===== config.mk =====
export PLATFORM = sky130hd
export DESIGN_NAME = mode_output_selector
export DESIGN_NICKNAME = d
export VERILOG_FILES = /design/src/mos_pkg.sv /design/src/coef_if.sv /design/src/coef_mem.sv /design/src/mode_output_selector.sv
export VERILOG_INCLUDE_DIRS = /design/src
export SDC_FILE = /design/constraint.sdc
export NUM_CORES = 2
export LEC_CHECK = 0
export BUFFER_PORTS_ARGS = -buffer_cell sky130_fd_sc_hd__clkbuf_2
export CAP_MARGIN = 0
export CORE_ASPECT_RATIO = 2
export CORE_MARGIN = 8
export CORE_UTILIZATION = 30
export CTS_BUF_LIST = sky130_fd_sc_hd__clkbuf_4
export CTS_CLUSTER_DIAMETER = 150
export DETAILED_ROUTE_END_ITERATION = 12
export SYNTH_ARGS = -nofsm -noshare
export SYNTH_HDL_FRONTEND = slang
export SYNTH_SLANG_ARGS = --single-unit

===== constraint.sdc =====
create_clock -name clk_i -period 14.6 [get_ports clk_i]
set_input_delay 0.73 -clock clk_i [delete_from_list [all_inputs] [get_ports clk_i]]
set_output_delay 0.73 -clock clk_i [all_outputs]
set_load 0.01 [all_outputs]

===== src/mos_params.svh =====
// Constants for the measurement-mode output selector: offsets, fields, resets and widths
`ifndef MOS_PARAMS_SVH
`define MOS_PARAMS_SVH

// Widths
`define MOS_DW 16
`define MOS_AW 8
`define MOS_CW 16
`define MOS_ACC_W 48

// Unscaled full scale, 100.0 in 8.8 fixed point
`define MOS_US_FULL 16'h6400

// Register offsets (word index on the plain register port)
`define MOS_REG_AOUT1 8'h00
`define MOS_REG_AOUT2 8'h01
`define MOS_REG_FALLBACK 8'h02
`define MOS_REG_US2_MODE 8'h03
`define MOS_REG_NAT_ADDR 8'h04
`define MOS_REG_NAT_BAUD 8'h05
`define MOS_REG_SEC_PROTO 8'h06
`define MOS_REG_MB_ADDR 8'h07
`define MOS_REG_MB_BAUD 8'h08
`define MOS_REG_MB_PARITY 8'h09
`define MOS_REG_STATUS 8'h0a
`define MOS_REG_COEF_BASE 8'h10
`define MOS_REG_MOIST_BASE 8'h20
`define MOS_REG_FUS_BASE 8'h28
`define MOS_REG_AUS_BASE 8'h2c

// Output selection field positions
`define MOS_SEL_QTY_LSB 0
`define MOS_SEL_HAS_MODE 2
`define MOS_SEL_MODE_LSB 3

// Reset values
`define MOS_RST_AOUT1 5'h00
`define MOS_RST_AOUT2 5'h01
`define MOS_RST_FALLBACK 2'h0
`define MOS_RST_US2_MODE 2'h1
`define MOS_RST_NAT_ADDR 8'h10
`define MOS_RST_NAT_BAUD 3'h3
`define MOS_RST_SEC_PROTO 1'h1
`define MOS_RST_MB_ADDR 8'h01
`define MOS_RST_MB_BAUD 3'h3
`define MOS_RST_MB_PARITY 2'h0

// Modbus address limits
`define MOS_MB_ADDR_MIN 8'h01
`define MOS_MB_ADDR_MAX 8'hf7

// Coefficient memory layout: four sets of four coefficients
`define MOS_COEF_DEPTH 16
`define MOS_LEGACY_SET 2'h3
`define MOS_ENG_LAST_PHASE 3'h4

`endif


===== src/mos_pkg.sv =====
// Types shared by the measurement-mode output selector
package mos_pkg;

   // Measurement modes; code 3 is not a mode
   typedef enum logic [1:0] {
      MODE_F,
      MODE_V,
      MODE_E
   } mode_t;

   // Output quantities
   typedef enum logic [1:0] {
      QTY_FILT_US,
      QTY_AVG_US,
      QTY_FILT_MOIST,
      QTY_AVG_MOIST
   } quantity_t;

   // Serial protocol of a request
   typedef enum logic {
      PROTO_NATIVE,
      PROTO_MODBUS
   } proto_t;

   // Secondary protocol parity and stop bits
   typedef enum logic [1:0] {
      PAR_NONE_1STOP,
      PAR_NONE_2STOP,
      PAR_ODD,
      PAR_EVEN
   } parity_t;

   // Baud choices, 2400 up to 115200
   typedef enum logic [2:0] {
      BAUD_2400,
      BAUD_4800,
      BAUD_9600,
      BAUD_19200,
      BAUD_38400,
      BAUD_57600,
      BAUD_115200
   } baud_t;

endpackage


===== src/coef_if.sv =====
// Coefficient memory port bundle between the selector and its memory
`timescale 1ns/10ps
`default_nettype none
`include "mos_params.svh"

interface coef_if;
   logic wr_en;
   logic [3:0] wr_addr;
   logic [`MOS_CW-1:0] wr_data;
   logic [3:0] rd_addr;
   logic [`MOS_CW-1:0] rd_data;

   // Selector side
   modport user (output wr_en, output wr_addr, output wr_data, output rd_addr, input rd_data);
   // Memory side
   modport mem (input wr_en, input wr_addr, input wr_data, input rd_addr, output rd_data);
endinterface

`default_nettype wire


===== src/coef_mem.sv =====
// Calibration coefficient memory with registered read data
`timescale 1ns/10ps
`default_nettype none
`include "mos_params.svh"

module coef_mem (
   // Clock and control
   input wire logic clk_i,
   input wire logic ce_i,
   // Memory port
   coef_if.mem port
);

   logic [`MOS_CW-1:0] store [`MOS_COEF_DEPTH];

   // Write port
   always_ff @(posedge clk_i) begin
      if (ce_i && port.wr_en) begin
         store[port.wr_addr] <= port.wr_data;
      end
   end

   // Registered read port
   always_ff @(posedge clk_i) begin
      if (ce_i) begin
         port.rd_data <= store[port.rd_addr];
      end
   end

endmodule

`default_nettype wire


===== src/mode_output_selector.sv =====
// Measurement-mode output selection, calibration and serial protocol configuration
`timescale 1ns/10ps
`default_nettype none
`include "mos_params.svh"

//Contract
// Unscaled computed in all modes continuously
// Unscaled scaled 0 to 100 per mode
// Analogue output picks quantity and mode
// Serial request may name mode and quantity
// Missing mode uses fallback mode setting
// Mode-less moisture uses legacy coefficients if nonzero
// All-zero legacy uses fallback mode moisture
// Four coefficients held per mode
// Second unscaled output for alternate mode
// Two analogue outputs configured independently
// Native protocol default, Modbus optional
// One protocol message processed at once
// Modbus has own address, baud, parity
// Modbus accepted only when enabled and matching
// Modbus frames ignored when secondary disabled
module mode_output_selector (
   // Clock, reset, enable
   input wire logic clk_i,
   input wire logic srst_i,
   input wire logic ce_i,
   // Register port
   input wire logic [`MOS_AW-1:0] reg_addr_i,
   input wire logic [`MOS_DW-1:0] reg_wdata_i,
   input wire logic reg_wr_i,
   input wire logic reg_rd_i,
   output logic [`MOS_DW-1:0] reg_rdata_o,
   // Per-mode unscaled inputs from the filter chain, 8.8 fixed point
   input wire logic [2:0][`MOS_DW-1:0] filt_us_i,
   input wire logic [2:0][`MOS_DW-1:0] avg_us_i,
   // Serial request from the protocol decoders
   input wire logic req_valid_i,
   output logic req_ready_o,
   input wire mos_pkg::proto_t req_proto_i,
   input wire logic [7:0] req_dev_addr_i,
   input wire mos_pkg::quantity_t req_qty_i,
   input wire logic req_has_mode_i,
   input wire mos_pkg::mode_t req_mode_i,
   // Serial answer
   output logic resp_valid_o,
   output mos_pkg::proto_t resp_proto_o,
   output logic [`MOS_DW-1:0] resp_data_o,
   // Analogue loop values and compatibility output
   output logic [`MOS_DW-1:0] aout1_o,
   output logic [`MOS_DW-1:0] aout2_o,
   output logic [`MOS_DW-1:0] us2_o,
   // Line settings for the serial front end
   output logic [7:0] nat_addr_o,
   output mos_pkg::baud_t nat_baud_o,
   output logic sec_enable_o,
   output logic [7:0] mb_addr_o,
   output mos_pkg::baud_t mb_baud_o,
   output mos_pkg::parity_t mb_parity_o
);

   coef_if cif ();

   logic [4:0] aout1_sel;
   logic [4:0] aout2_sel;
   mos_pkg::mode_t fallback;
   mos_pkg::mode_t us2_mode;
   logic [3:0] legacy_nz;
   logic [2:0][`MOS_DW-1:0] filt_us;
   logic [2:0][`MOS_DW-1:0] avg_us;
   logic [3:0][1:0][`MOS_DW-1:0] moist;
   logic [1:0] eng_set;
   logic eng_q;
   logic [2:0] eng_phase;
   logic [`MOS_DW-1:0] eng_u;
   logic [31:0] eng_u2;
   logic signed [`MOS_ACC_W-1:0] acc;
   logic signed [`MOS_ACC_W-1:0] next_acc;
   logic coef_hit;
   logic mb_hit;

   // Coefficient memory
   coef_mem mem_u (
      .clk_i(clk_i),
      .ce_i(ce_i),
      .port(cif.mem)
   );

   // Any mode code outside the three modes falls back to mode F
   function automatic logic [1:0] legal_mode(input logic [1:0] m);
      legal_mode = (m == 2'h3) ? 2'h0 : m;
   endfunction

   // Clamp an unscaled value to the 0..100 range
   function automatic logic [`MOS_DW-1:0] clamp_us(input logic [`MOS_DW-1:0] v);
      clamp_us = (v > `MOS_US_FULL) ? `MOS_US_FULL : v;
   endfunction

   // Value of a quantity, resolving a missing mode
   function automatic logic [`MOS_DW-1:0] pick(input logic [1:0] qty, input logic has_mode,
                                               input logic [1:0] mode);
      logic [1:0] m;
      m = legal_mode(has_mode ? mode : fallback);
      pick = '0;
      unique case (qty)
         2'h0: pick = filt_us[m];
         2'h1: pick = avg_us[m];
         default: begin
            if (!has_mode && (legacy_nz != 4'h0)) begin
               pick = moist[`MOS_LEGACY_SET][qty[0]];
            end else begin
               pick = moist[m][qty[0]];
            end
         end
      endcase
   endfunction

   // every mode sampled
   // scale limited to 100
   always_ff @(posedge clk_i) begin
      if (srst_i) begin
         filt_us <= '0;
         avg_us <= '0;
      end else if (ce_i) begin
         for (int i = 0; i < 3; i++) begin
            filt_us[i] <= clamp_us(filt_us_i[i]);
            avg_us[i] <= clamp_us(avg_us_i[i]);
         end
      end
   end

   assign coef_hit = reg_wr_i && (reg_addr_i[7:4] == 4'(`MOS_REG_COEF_BASE >> 4));

   // Coefficient writes and engine reads
   assign cif.wr_en = coef_hit;
   assign cif.wr_addr = reg_addr_i[3:0];
   assign cif.wr_data = reg_wdata_i;
   assign cif.rd_addr = {eng_set, eng_phase[1:0]};

   // track legacy coefficients that are non-zero
   always_ff @(posedge clk_i) begin
      if (srst_i) begin
         legacy_nz <= 4'h0;
      end else if (ce_i && coef_hit && reg_addr_i[3:2] == `MOS_LEGACY_SET) begin
         legacy_nz[reg_addr_i[1:0]] <= (reg_wdata_i != '0);
      end
   end

   // Unscaled input to the engine; the legacy set follows the fallback mode
   always_comb begin
      eng_u = '0;
      if (eng_set == `MOS_LEGACY_SET) begin
         eng_u = eng_q ? avg_us[legal_mode(fallback)] : filt_us[legal_mode(fallback)];
      end else begin
         eng_u = eng_q ? avg_us[eng_set] : filt_us[eng_set];
      end
      eng_u2 = eng_u * eng_u;
   end

   // Fold in the term of the coefficient that arrived this phase; A starts the sum, B and C are added, D is subtracted
   always_comb begin
      logic signed [`MOS_ACC_W-1:0] c;
      c = `MOS_ACC_W'(signed'(cif.rd_data));
      next_acc = acc;
      unique case (eng_phase)
         3'h1: next_acc = (c * signed'({16'h0, eng_u2})) >>> 16;
         3'h2: next_acc = acc + ((c * signed'({32'h0, eng_u})) >>> 8);
         3'h3: next_acc = acc + c;
         3'h4: next_acc = acc - c;
         default: next_acc = acc;
      endcase
   end

   // one four-coefficient set per mode plus the legacy set, walked in turn
   always_ff @(posedge clk_i) begin
      if (srst_i) begin
         eng_phase <= 3'h0;
         eng_set <= 2'h0;
         eng_q <= 1'b0;
         acc <= '0;
      end else if (ce_i) begin
         acc <= next_acc;
         if (eng_phase == `MOS_ENG_LAST_PHASE) begin
            eng_phase <= 3'h0;
            eng_q <= ~eng_q;
            if (eng_q) begin
               eng_set <= eng_set + 2'h1;
            end
         end else begin
            eng_phase <= eng_phase + 3'h1;
         end
      end
   end

   // Moisture results, A*u^2 + B*u + C - D in 8.8 fixed point
   always_ff @(posedge clk_i) begin
      if (srst_i) begin
         moist <= '0;
      end else if (ce_i && eng_phase == `MOS_ENG_LAST_PHASE) begin
         moist[eng_set][eng_q] <= next_acc[`MOS_DW-1:0];
      end
   end

   // Configuration registers
   always_ff @(posedge clk_i) begin
      if (srst_i) begin
         aout1_sel <= `MOS_RST_AOUT1;
         aout2_sel <= `MOS_RST_AOUT2;
         fallback <= mos_pkg::mode_t'(`MOS_RST_FALLBACK);
         us2_mode <= mos_pkg::mode_t'(`MOS_RST_US2_MODE);
         nat_addr_o <= `MOS_RST_NAT_ADDR;
         nat_baud_o <= mos_pkg::baud_t'(`MOS_RST_NAT_BAUD);
         sec_enable_o <= `MOS_RST_SEC_PROTO;
         mb_addr_o <= `MOS_RST_MB_ADDR;
         mb_baud_o <= mos_pkg::baud_t'(`MOS_RST_MB_BAUD);
         mb_parity_o <= mos_pkg::parity_t'(`MOS_RST_MB_PARITY);
      end else if (ce_i && reg_wr_i) begin
         unique case (reg_addr_i)
            // two independent output selections
            `MOS_REG_AOUT1: aout1_sel <= reg_wdata_i[4:0];
            `MOS_REG_AOUT2: aout2_sel <= reg_wdata_i[4:0];
            `MOS_REG_FALLBACK: fallback <= mos_pkg::mode_t'(legal_mode(reg_wdata_i[1:0]));
            `MOS_REG_US2_MODE: us2_mode <= mos_pkg::mode_t'(legal_mode(reg_wdata_i[1:0]));
            `MOS_REG_NAT_ADDR: nat_addr_o <= reg_wdata_i[7:0];
            `MOS_REG_NAT_BAUD: begin
               if (reg_wdata_i[2:0] <= 3'h6) begin
                  nat_baud_o <= mos_pkg::baud_t'(reg_wdata_i[2:0]);
               end
            end
            // secondary protocol switch
            `MOS_REG_SEC_PROTO: sec_enable_o <= reg_wdata_i[0];
            // separate Modbus line settings, address kept in 1..247
            `MOS_REG_MB_ADDR: begin
               if (reg_wdata_i[7:0] >= `MOS_MB_ADDR_MIN && reg_wdata_i[7:0] <= `MOS_MB_ADDR_MAX
                   && reg_wdata_i[15:8] == 8'h00) begin
                  mb_addr_o <= reg_wdata_i[7:0];
               end
            end
            `MOS_REG_MB_BAUD: begin
               if (reg_wdata_i[2:0] <= 3'h6) begin
                  mb_baud_o <= mos_pkg::baud_t'(reg_wdata_i[2:0]);
               end
            end
            `MOS_REG_MB_PARITY: mb_parity_o <= mos_pkg::parity_t'(reg_wdata_i[1:0]);
            default: ;
         endcase
      end
   end

   // Register reads, data in the following cycle
   always_ff @(posedge clk_i) begin
      if (srst_i) begin
         reg_rdata_o <= '0;
      end else if (ce_i) begin
         reg_rdata_o <= '0;
         if (reg_rd_i) begin
            unique casez (reg_addr_i)
               `MOS_REG_AOUT1: reg_rdata_o <= {11'h0, aout1_sel};
               `MOS_REG_AOUT2: reg_rdata_o <= {11'h0, aout2_sel};
               `MOS_REG_FALLBACK: reg_rdata_o <= {14'h0, fallback};
               `MOS_REG_US2_MODE: reg_rdata_o <= {14'h0, us2_mode};
               `MOS_REG_NAT_ADDR: reg_rdata_o <= {8'h0, nat_addr_o};
               `MOS_REG_NAT_BAUD: reg_rdata_o <= {13'h0, nat_baud_o};
               `MOS_REG_SEC_PROTO: reg_rdata_o <= {15'h0, sec_enable_o};
               `MOS_REG_MB_ADDR: reg_rdata_o <= {8'h0, mb_addr_o};
               `MOS_REG_MB_BAUD: reg_rdata_o <= {13'h0, mb_baud_o};
               `MOS_REG_MB_PARITY: reg_rdata_o <= {14'h0, mb_parity_o};
               `MOS_REG_STATUS: reg_rdata_o <= {12'h0, legacy_nz};
               8'b0010_0???: reg_rdata_o <= moist[reg_addr_i[2:1]][reg_addr_i[0]];
               8'b0010_10??: reg_rdata_o <= filt_us[legal_mode(reg_addr_i[1:0])];
               8'b0010_11??: reg_rdata_o <= avg_us[legal_mode(reg_addr_i[1:0])];
               default: reg_rdata_o <= '0;
            endcase
         end
      end
   end

   // analogue outputs from their selections
   // missing mode resolved by fallback
   // legacy all zero uses fallback set
   // compatibility unscaled in alternate mode
   always_ff @(posedge clk_i) begin
      if (srst_i) begin
         aout1_o <= '0;
         aout2_o <= '0;
         us2_o <= '0;
      end else if (ce_i) begin
         aout1_o <= pick(aout1_sel[1:0], aout1_sel[`MOS_SEL_HAS_MODE], aout1_sel[4:3]);
         aout2_o <= pick(aout2_sel[1:0], aout2_sel[`MOS_SEL_HAS_MODE], aout2_sel[4:3]);
         us2_o <= filt_us[us2_mode];
      end
   end

   // Modbus only when enabled and addressed
   // Modbus ignored when disabled
   assign mb_hit = sec_enable_o && (req_dev_addr_i == mb_addr_o);

   // one message in flight, ready drops while answering
   assign req_ready_o = ~resp_valid_o;

   // serial answer for the named quantity and mode
   always_ff @(posedge clk_i) begin
      if (srst_i) begin
         resp_valid_o <= 1'b0;
         resp_proto_o <= mos_pkg::PROTO_NATIVE;
         resp_data_o <= '0;
      end else if (ce_i) begin
         resp_valid_o <= 1'b0;
         if (req_valid_i && req_ready_o) begin
            if (req_proto_i == mos_pkg::PROTO_NATIVE || mb_hit) begin
               resp_valid_o <= 1'b1;
               resp_proto_o <= req_proto_i;
               resp_data_o <= pick(req_qty_i, req_has_mode_i, req_mode_i);
            end
         end
      end
   end

endmodule

`default_nettype wire


Word level (Yosys, flattened, before mapping)
Memories as Yosys holds them, arrays and structs flattened. A register that Yosys moved wholly into a read port is not among the register bits.
Index checks and enable logic that the tools add are counted.
{"block": "totals", "ram_bits": 256, "register_bits": 403, "n_memories": 1, "out_inout_bits": 108, "input_bits": 140}
{"memory": "mem_u.store", "depth": 16, "word_bits": 16, "read_ports": 1, "rd_ports_with_merged_regs": 1, "wr": 1, "line": "coef_mem.sv:14", "rtl": "logic [`MOS_CW-1:0] store [`MOS_COEF_DEPTH];"}
{"block": "classes", "n_eq_ne": 30, "n_mul": 3, "n_reduce_logical": 41, "add_sub_neg": 5, "n_bitwise": 3, "magnitude_cmp": 26, "n_mux": 88}
{"operator": "16-bit two-way mux", "count": 41}
{"operator": "16-bit binary-select mux with 2-bit select", "count": 13}
{"operator": "32-bit binary-select mux with 2-bit select", "count": 4}
{"operator": "16-bit case mux with 14 select lines", "count": 1}
{"operator": "48-bit case mux with 4 select lines", "count": 1}
{"operator": "32-bit two-way mux", "count": 5}
{"operator": "128-bit bitwise mux", "count": 1}
{"operator": "16-bit by 15-bit greater-than comparator with 1-bit output, second input constant", "count": 6}
{"operator": "16-bit case mux with 2 select lines", "count": 3}
{"operator": "32-bit demux with 2-bit select", "count": 1}
{"operator": "48-bit by 16-bit adder with 48-bit output", "count": 1}
{"operator": "48-bit by 25-bit adder with 48-bit output", "count": 1}
{"operator": "16-bit by 33-bit multiplier with 48-bit output", "count": 1}
{"operator": "48-bit by 16-bit subtractor with 48-bit output", "count": 1}
{"operator": "16-bit by 17-bit multiplier with 33-bit output", "count": 1}
{"operator": "8-bit by 3-bit == test with 1-bit output, second input constant", "count": 4}
{"operator": "16-bit by 16-bit multiplier with 32-bit output", "count": 1}
{"operator": "2-bit by 3-bit less-than comparator with 1-bit output, second input constant", "count": 9}
{"operator": "8-bit by 4-bit == test with 1-bit output, second input constant", "count": 3}
{"operator": "2-bit two-way mux", "count": 9}
{"operator": "2-bit AND reduction", "count": 9}
{"operator": "16-bit demux with 1-bit select", "count": 1}
{"operator": "2-bit == test, second input constant", "count": 8}
{"operator": "8-bit by 2-bit == test with 1-bit output, second input constant", "count": 2}
{"operator": "other kinds (30)", "count": 69}

Longest topological paths before layout
{"block": "depth", "ltp_word": 10, "mapped_depth": 60, "ltp_nobuf": 54}

Cells and area by module
Synthesis repeated with hierarchy kept, for this count alone.
{"block": "unflattened", "hier_cells": 6184, "hier_area_um2": 60118.9}
{"mod": "mode_output_selector", "seq_area_each_um2": 7427.1, "area_each_um2": 49865.3, "cells_per_inst": 5751, "instances": 1}
{"mod": "coef_mem", "seq_area_each_um2": 8167.8, "area_each_um2": 10253.6, "cells_per_inst": 433, "instances": 1}

Worst setup path before layout
Ideal clock, no wire load.
{"block": "synth_path", "path_type": "flip-flop to flip-flop", "start": "register eng_q", "end": "register acc[14]", "n_path_buf": 6, "path_slack_ps": 240, "stages_incl_launch_ff": 56, "arrival_ps": 14203, "setup_time_ps": 156, "period_less_slack_ps": 14360, "required_ps": 14444, "path_cell_list": "dfxtp_1 > buf_4 > buf_2 > buf_1 > clkbuf_1 > mux4_2 > a221oi_1 > nor3_1 > clkbuf_1 > nand2_1 > inv_1 > fa_1 > inv_1 > fa_1 > inv_1 > ha_1 > inv_1 > fa_1 > [20 not listed] > fa_1 > inv_1 > fa_1 > inv_1 > ha_1 > a21o_1 > a21o_1 > a21oi_1 > o221ai_1 > a211o_1 > nor2b_1 > a21oi_1 > nor2b_1 > nor2_1 > xor2_1 > nor2_1 > a221oi_1 > a211oi_1"}
{"block": "synth_via", "elab_chain_len": 5, "word_cells_on_any_way": 8, "classes_between": "add/sub (1); mul (3); mux (4)"}
{"element": "start: declaration", "line": "mode_output_selector.sv:72", "rtl": "logic eng_q;"}
{"element": "start signal: assignment", "line": "mode_output_selector.sv:184", "rtl": "eng_q <= ~eng_q;"}
{"element": "16-bit two-way mux, on equally long branches", "line": "mode_output_selector.sv:154, mode_output_selector.sv:152"}
{"element": "16-bit two-way mux (*)", "line": "mode_output_selector.sv:151", "rtl": "if (eng_set == `MOS_LEGACY_SET) begin"}
{"element": "16-bit by 16-bit multiplier with 32-bit output / 16-bit by 17-bit multiplier with 33-bit output (equally long branches)", "line": "mode_output_selector.sv:156, mode_output_selector.sv:166"}
{"element": "16-bit by 33-bit multiplier with 48-bit output / 48-bit by 25-bit adder with 48-bit output (equally long branches)", "line": "mode_output_selector.sv:165, mode_output_selector.sv:166"}
{"element": "48-bit case mux with 4 select lines (*)", "line": "mode_output_selector.sv:164", "rtl": "unique case (eng_phase)"}
{"element": "end signal: assignment", "line": "mode_output_selector.sv:181", "rtl": "acc <= next_acc;"}
{"element": "end: declaration", "line": "mode_output_selector.sv:76", "rtl": "logic signed [`MOS_ACC_W-1:0] acc;"}
Every way passes the cells marked *; elsewhere a longest branch is shown, timed or not.
A chain may end at the register's enable or synchronous reset.

Final worst setup path
{"block": "layout_path", "start": "register eng_set[1]", "end": "register acc[15]"}
{"block": "layout_via", "elab_chain_len": 7, "word_cells_on_any_way": 12, "classes_between": "add/sub (1); mul (3); eq/ne (1); mux (7)"}
{"element": "start: declaration", "line": "mode_output_selector.sv:71", "rtl": "logic [1:0] eng_set;"}
{"element": "start signal: assignment", "line": "mode_output_selector.sv:186", "rtl": "eng_set <= eng_set + 2'h1;"}
{"element": "16-bit binary-select mux with 2-bit select", "line": "mode_output_selector.sv:154", "rtl": "eng_u = eng_q ? avg_us[eng_set] : filt_us[eng_set];"}
{"element": "16-bit two-way mux (implied by the code)", "line": "mode_output_selector.sv:154"}
{"element": "16-bit two-way mux", "line": "mode_output_selector.sv:154"}
{"element": "16-bit two-way mux (*)", "line": "mode_output_selector.sv:151"}
{"element": "16-bit by 16-bit multiplier with 32-bit output / 16-bit by 17-bit multiplier with 33-bit output (equally long branches)", "line": "mode_output_selector.sv:156, mode_output_selector.sv:166"}
{"element": "16-bit by 33-bit multiplier with 48-bit output / 48-bit by 25-bit adder with 48-bit output (equally long branches)", "line": "mode_output_selector.sv:165, mode_output_selector.sv:166"}
{"element": "48-bit case mux with 4 select lines (*)", "line": "mode_output_selector.sv:164"}
Every way passes the cells marked *; elsewhere a longest branch is shown, timed or not. The select of a mux whose other input is x is not followed.

==> results.toml <==
[synthesis]
synth_edf_count = 272
netlist_top_cells_area = "fa_1, edfxtp_1, dfxtp_1"
synth.distinct_cells = 92
synth_top_area_share = 0.205
yosysTopAreaCell = "fa_1"
synthesis.area_um2 = 60300
syn-num-nets = 7272
synth-seq-area-share = 0.259
syn_area_per_cell_um2 = 9.69
synth_flop_cell = "dfxtp_1"
yosysWarnings = 0
yosys_register_bits = 643
syn_inst = 6220
synthArstFlopShare = 0

[placed_design]
io_buffers = 247
dp.final_hpwl_mm = 165
finalWeightedCongestion = 0.986

[pwr]
power.density_nw_per_um2 = 121
ir_worst_vdd_mv = 0.229
leakagePower_nw = 28.7

[clock_network]
cts_buffers = 172
cts-root-buf = "clkbuf_4"
cts_max_level = 4
clkSinkCount = 643
clk_latency_ns = 1.15
cts_tree = "done"
cts_buffer_depth = 3
cts.clk_slew.worst_paths_ns = 0.06

[floorplan]
start_util = 0.301
rows = 233
die_y_um = 650
coreArea_um2 = 201000
pin_count = 248
die_x_um = 333
dieArea_um2 = 216000

[setup_path]
critPathMaxStageDelay_ns = 0.60
r2r-end = "acc[15]"
crit_path_end_kind = "register"
crit_required_ns = 15.62
cp_slowest_cell = "fa_1"
regToRegSetupSlack_ns = 0.58
cp.arrival_ns = 15.04
cpMostUsedCell = "fa_1"
ff2ff_path_depth = 47
crit_fanout = 20
r2r_start = "eng_set[1]"
path_class = "reg -> reg"
crit_path_start_kind = "register"

[hold_path]
whs_endpoint = "filt_us[13]"
min-delay-start = "filt_us_i[13]"
holdPathStages = 3
hold_class = "in -> reg"

[sta]
tns_ns = 0
finalSetupViolCount = 0
max-slew-margin-rel = 0.108
fin_crit_ns = 14.02
rsz0062_at_grt = "false"
worst_slew_pin_slew_ns = 1.33
fin_crit_sh = 0.960
fmax_ghz = 0.0713
hold_viol = 0
slew_violations = 0
fin_skew_ns = 0.126

[finish]
final_layout_size_suffix_gt1_frac = 0.158
finish.utilization = 0.342
areaGrowthSynthToFinish_pct = 13.8
nets = 7591

[global_routing]
grt_start_max_net_pins = 94
overflow = 0
grt_pass1_vias = 50500
grt_first_pass_wirelength_mm = 333
grt_usage = 0.202
antenna_found_initial = 11

[flow_run]
max_cap_viol_count = 0

[detailed_routing]
wl_per_cell_um = 24.3
firstDrtPassIters = 6
route.vias.total = 50000
ant_nets = 0
wirelength_mm = 225
via_per_inst = 5.40
dr.first_iter.drc_count = 5099
drc_errors = 0

[run_status]
status = "complete, no violations"
## layout make-up
type	instances	area [um^2]
fill	20500	132000
multi-input combinational	4316	40400
sequential	643	15600
timing repair buffer	587	4130
tap	2585	3230
inverter	819	3070
clock buffer	248	1860
clock inverter	57	348
antenna	6	15.0
## flip-flops by register name, indices dropped and copies added, names as in the netlist, 4 cells and up
name / count
filt_us: 48
mem_u.port.rd_data: 16
legacy_nz: 4
nat_addr_o: 8
moist: 128
reg_rdata_o: 16
mb_addr_o: 8
mem_u.store: 256
aout2_sel: 5
acc: 16
us2_o: 16
avg_us: 48
aout1_sel: 5
aout1_o: 16
aout2_o: 16
resp_data_o: 16
## Yosys cell counts, types with 16 or more instances
| cell type | n |
|---|---|
| a22o_1 | 87 |
| nor3_1 | 88 |
| xnor2_1 | 89 |
| nand2_1 | 588 |
| buf_1 | 49 |
| and2_1 | 266 |
| and3_1 | 25 |
| dfxtp_1 | 371 |
| ha_1 | 294 |
| a21o_1 | 28 |
| nand2b_1 | 48 |
| nor2_1 | 535 |
| a211oi_1 | 190 |
| o211ai_1 | 32 |
| fa_1 | 618 |
| o22a_1 | 40 |
| nand3_1 | 50 |
| mux2i_1 | 283 |
| o221ai_1 | 52 |
| a21oi_1 | 270 |
| xor2_1 | 41 |
| a31oi_1 | 18 |
| a22oi_1 | 16 |
| nor2b_1 | 32 |
| inv_1 | 812 |
| o22ai_1 | 17 |
| nor4_1 | 32 |
| mux2_2 | 23 |
| a221oi_1 | 60 |
| mux4_2 | 189 |
| clkbuf_1 | 382 |
| o21ai_0 | 99 |
| edfxtp_1 | 272 |
| a211o_1 | 21 |
## report_power, final
part           internal [mW]  leakage (nW)  switching, mW  total [mW]
Sequential              1.91          5.47         0.0633        1.97
Clock                  0.826          1.31          0.820        1.65
Combinational           1.87          22.0           2.84        4.71
Total                   4.61          28.7           3.72        8.33
## per-layer routing
metal / global-route usage / vias to the layer above / share of wire
met5: 0 / - / 0.00025
met4: 0.0804 / 10 / 0.046
met3: 0.0562 / 482 / 0.11
met2: 0.316 / 2637 / 0.45
met1: 0.263 / 25000 / 0.40
li1: - / 21900 / -
## cells by family (layout without fill, tap and decap cells)
group | Yosys count | after routing | share of synthesized area
other cells | 0 | 6 | 0
flops | 643 | 643 | 0.259
simple gates | 1734 | 1734 | 0.132
fa+ha+maj | 913 | 913 | 0.266
compound gates | 1036 | 1036 | 0.121
buf+inv | 1261 | 1711 | 0.0788
mux | 495 | 495 | 0.122
xor+xnor | 138 | 138 | 0.0217
## metrics by stage
stage	power (mW)	hold WS [ns]	setup WS (ns)	instance area, um^2	cells
3_5_place_dp	6.65	0.439	0.376	65100	8831
6_report	8.33	0.113	0.582	68600	9261
3_3_place_gp	6.64	0.434	0.498	65100	8831
5_1_grt	8.96	0.0428	0.0202	68600	9260
4_1_cts	8.35	0.0142	0.304	68400	9248
2_1_floorplan	5.17	0.457	0.240	60300	6220
## cell usage in the layout (no fill, tap or decap), types with 50 or more instances in the layout
| cell type | instances |
|---|---|
| nor2_1 | 515 |
| mux4_2 | 189 |
| and2_1 | 260 |
| mux2i_1 | 283 |
| xnor2_1 | 87 |
| a221oi_1 | 58 |
| clkbuf_4 | 248 |
| dlygate4sd3_1 | 112 |
| nand3_1 | 50 |
| buf_4 | 222 |
| o21ai_0 | 96 |
| a22o_1 | 87 |
| inv_1 | 811 |
| fa_1 | 618 |
| o221ai_1 | 52 |
| dfxtp_1 | 365 |
| ha_1 | 294 |
| clkbuf_2 | 243 |
| nand2_1 | 588 |
| a211oi_1 | 185 |
| a21oi_1 | 268 |
| nor3_1 | 81 |
| edfxtp_1 | 272 |
## worst max-delay path, delay by kind of cell, from the launching register on
| kind | cells | cell delay (ns) |
|---|---|---|
| and+or+nand+nor | 11 | 2.21 |
| adders and majority gates | 14 | 6.68 |
| buffers and inverters | 6 | 1.22 |
| DFF | 1 | 0.38 |
| AOI/OAI and AO/OA | 7 | 1.37 |
| xor gates and xnor gates | 9 | 2.03 |
## what timing repair did
| item | 4_1_cts | 5_1_grt |
|---|---|---|
| endpoints found under the hold margin | 153 | 0 |
| setup endpoints to repair | 0 | 45 |
| buffers inserted | 0 | 7 |
| hold buffers | 112 | 0 |
| gates resized for setup | 0 | 31 |
## worst max-delay path by stage
stage | startpoint | to | slack, ns | cells past startpoint
4_1_cts | eng_set[1] | acc[15] | 0.30 | 47
3_5_place_dp | eng_set[1] | acc[15] | 0.38 | 47
3_3_place_gp | eng_set[1] | acc[15] | 0.50 | 51
6_report | eng_set[1] | acc[15] | 0.58 | 47
5_1_grt | eng_set[1] | acc[15] | 0.02 | 51
2_1_floorplan | eng_q | acc[14] | 0.24 | 55
(Power assumes the default switching activity.)
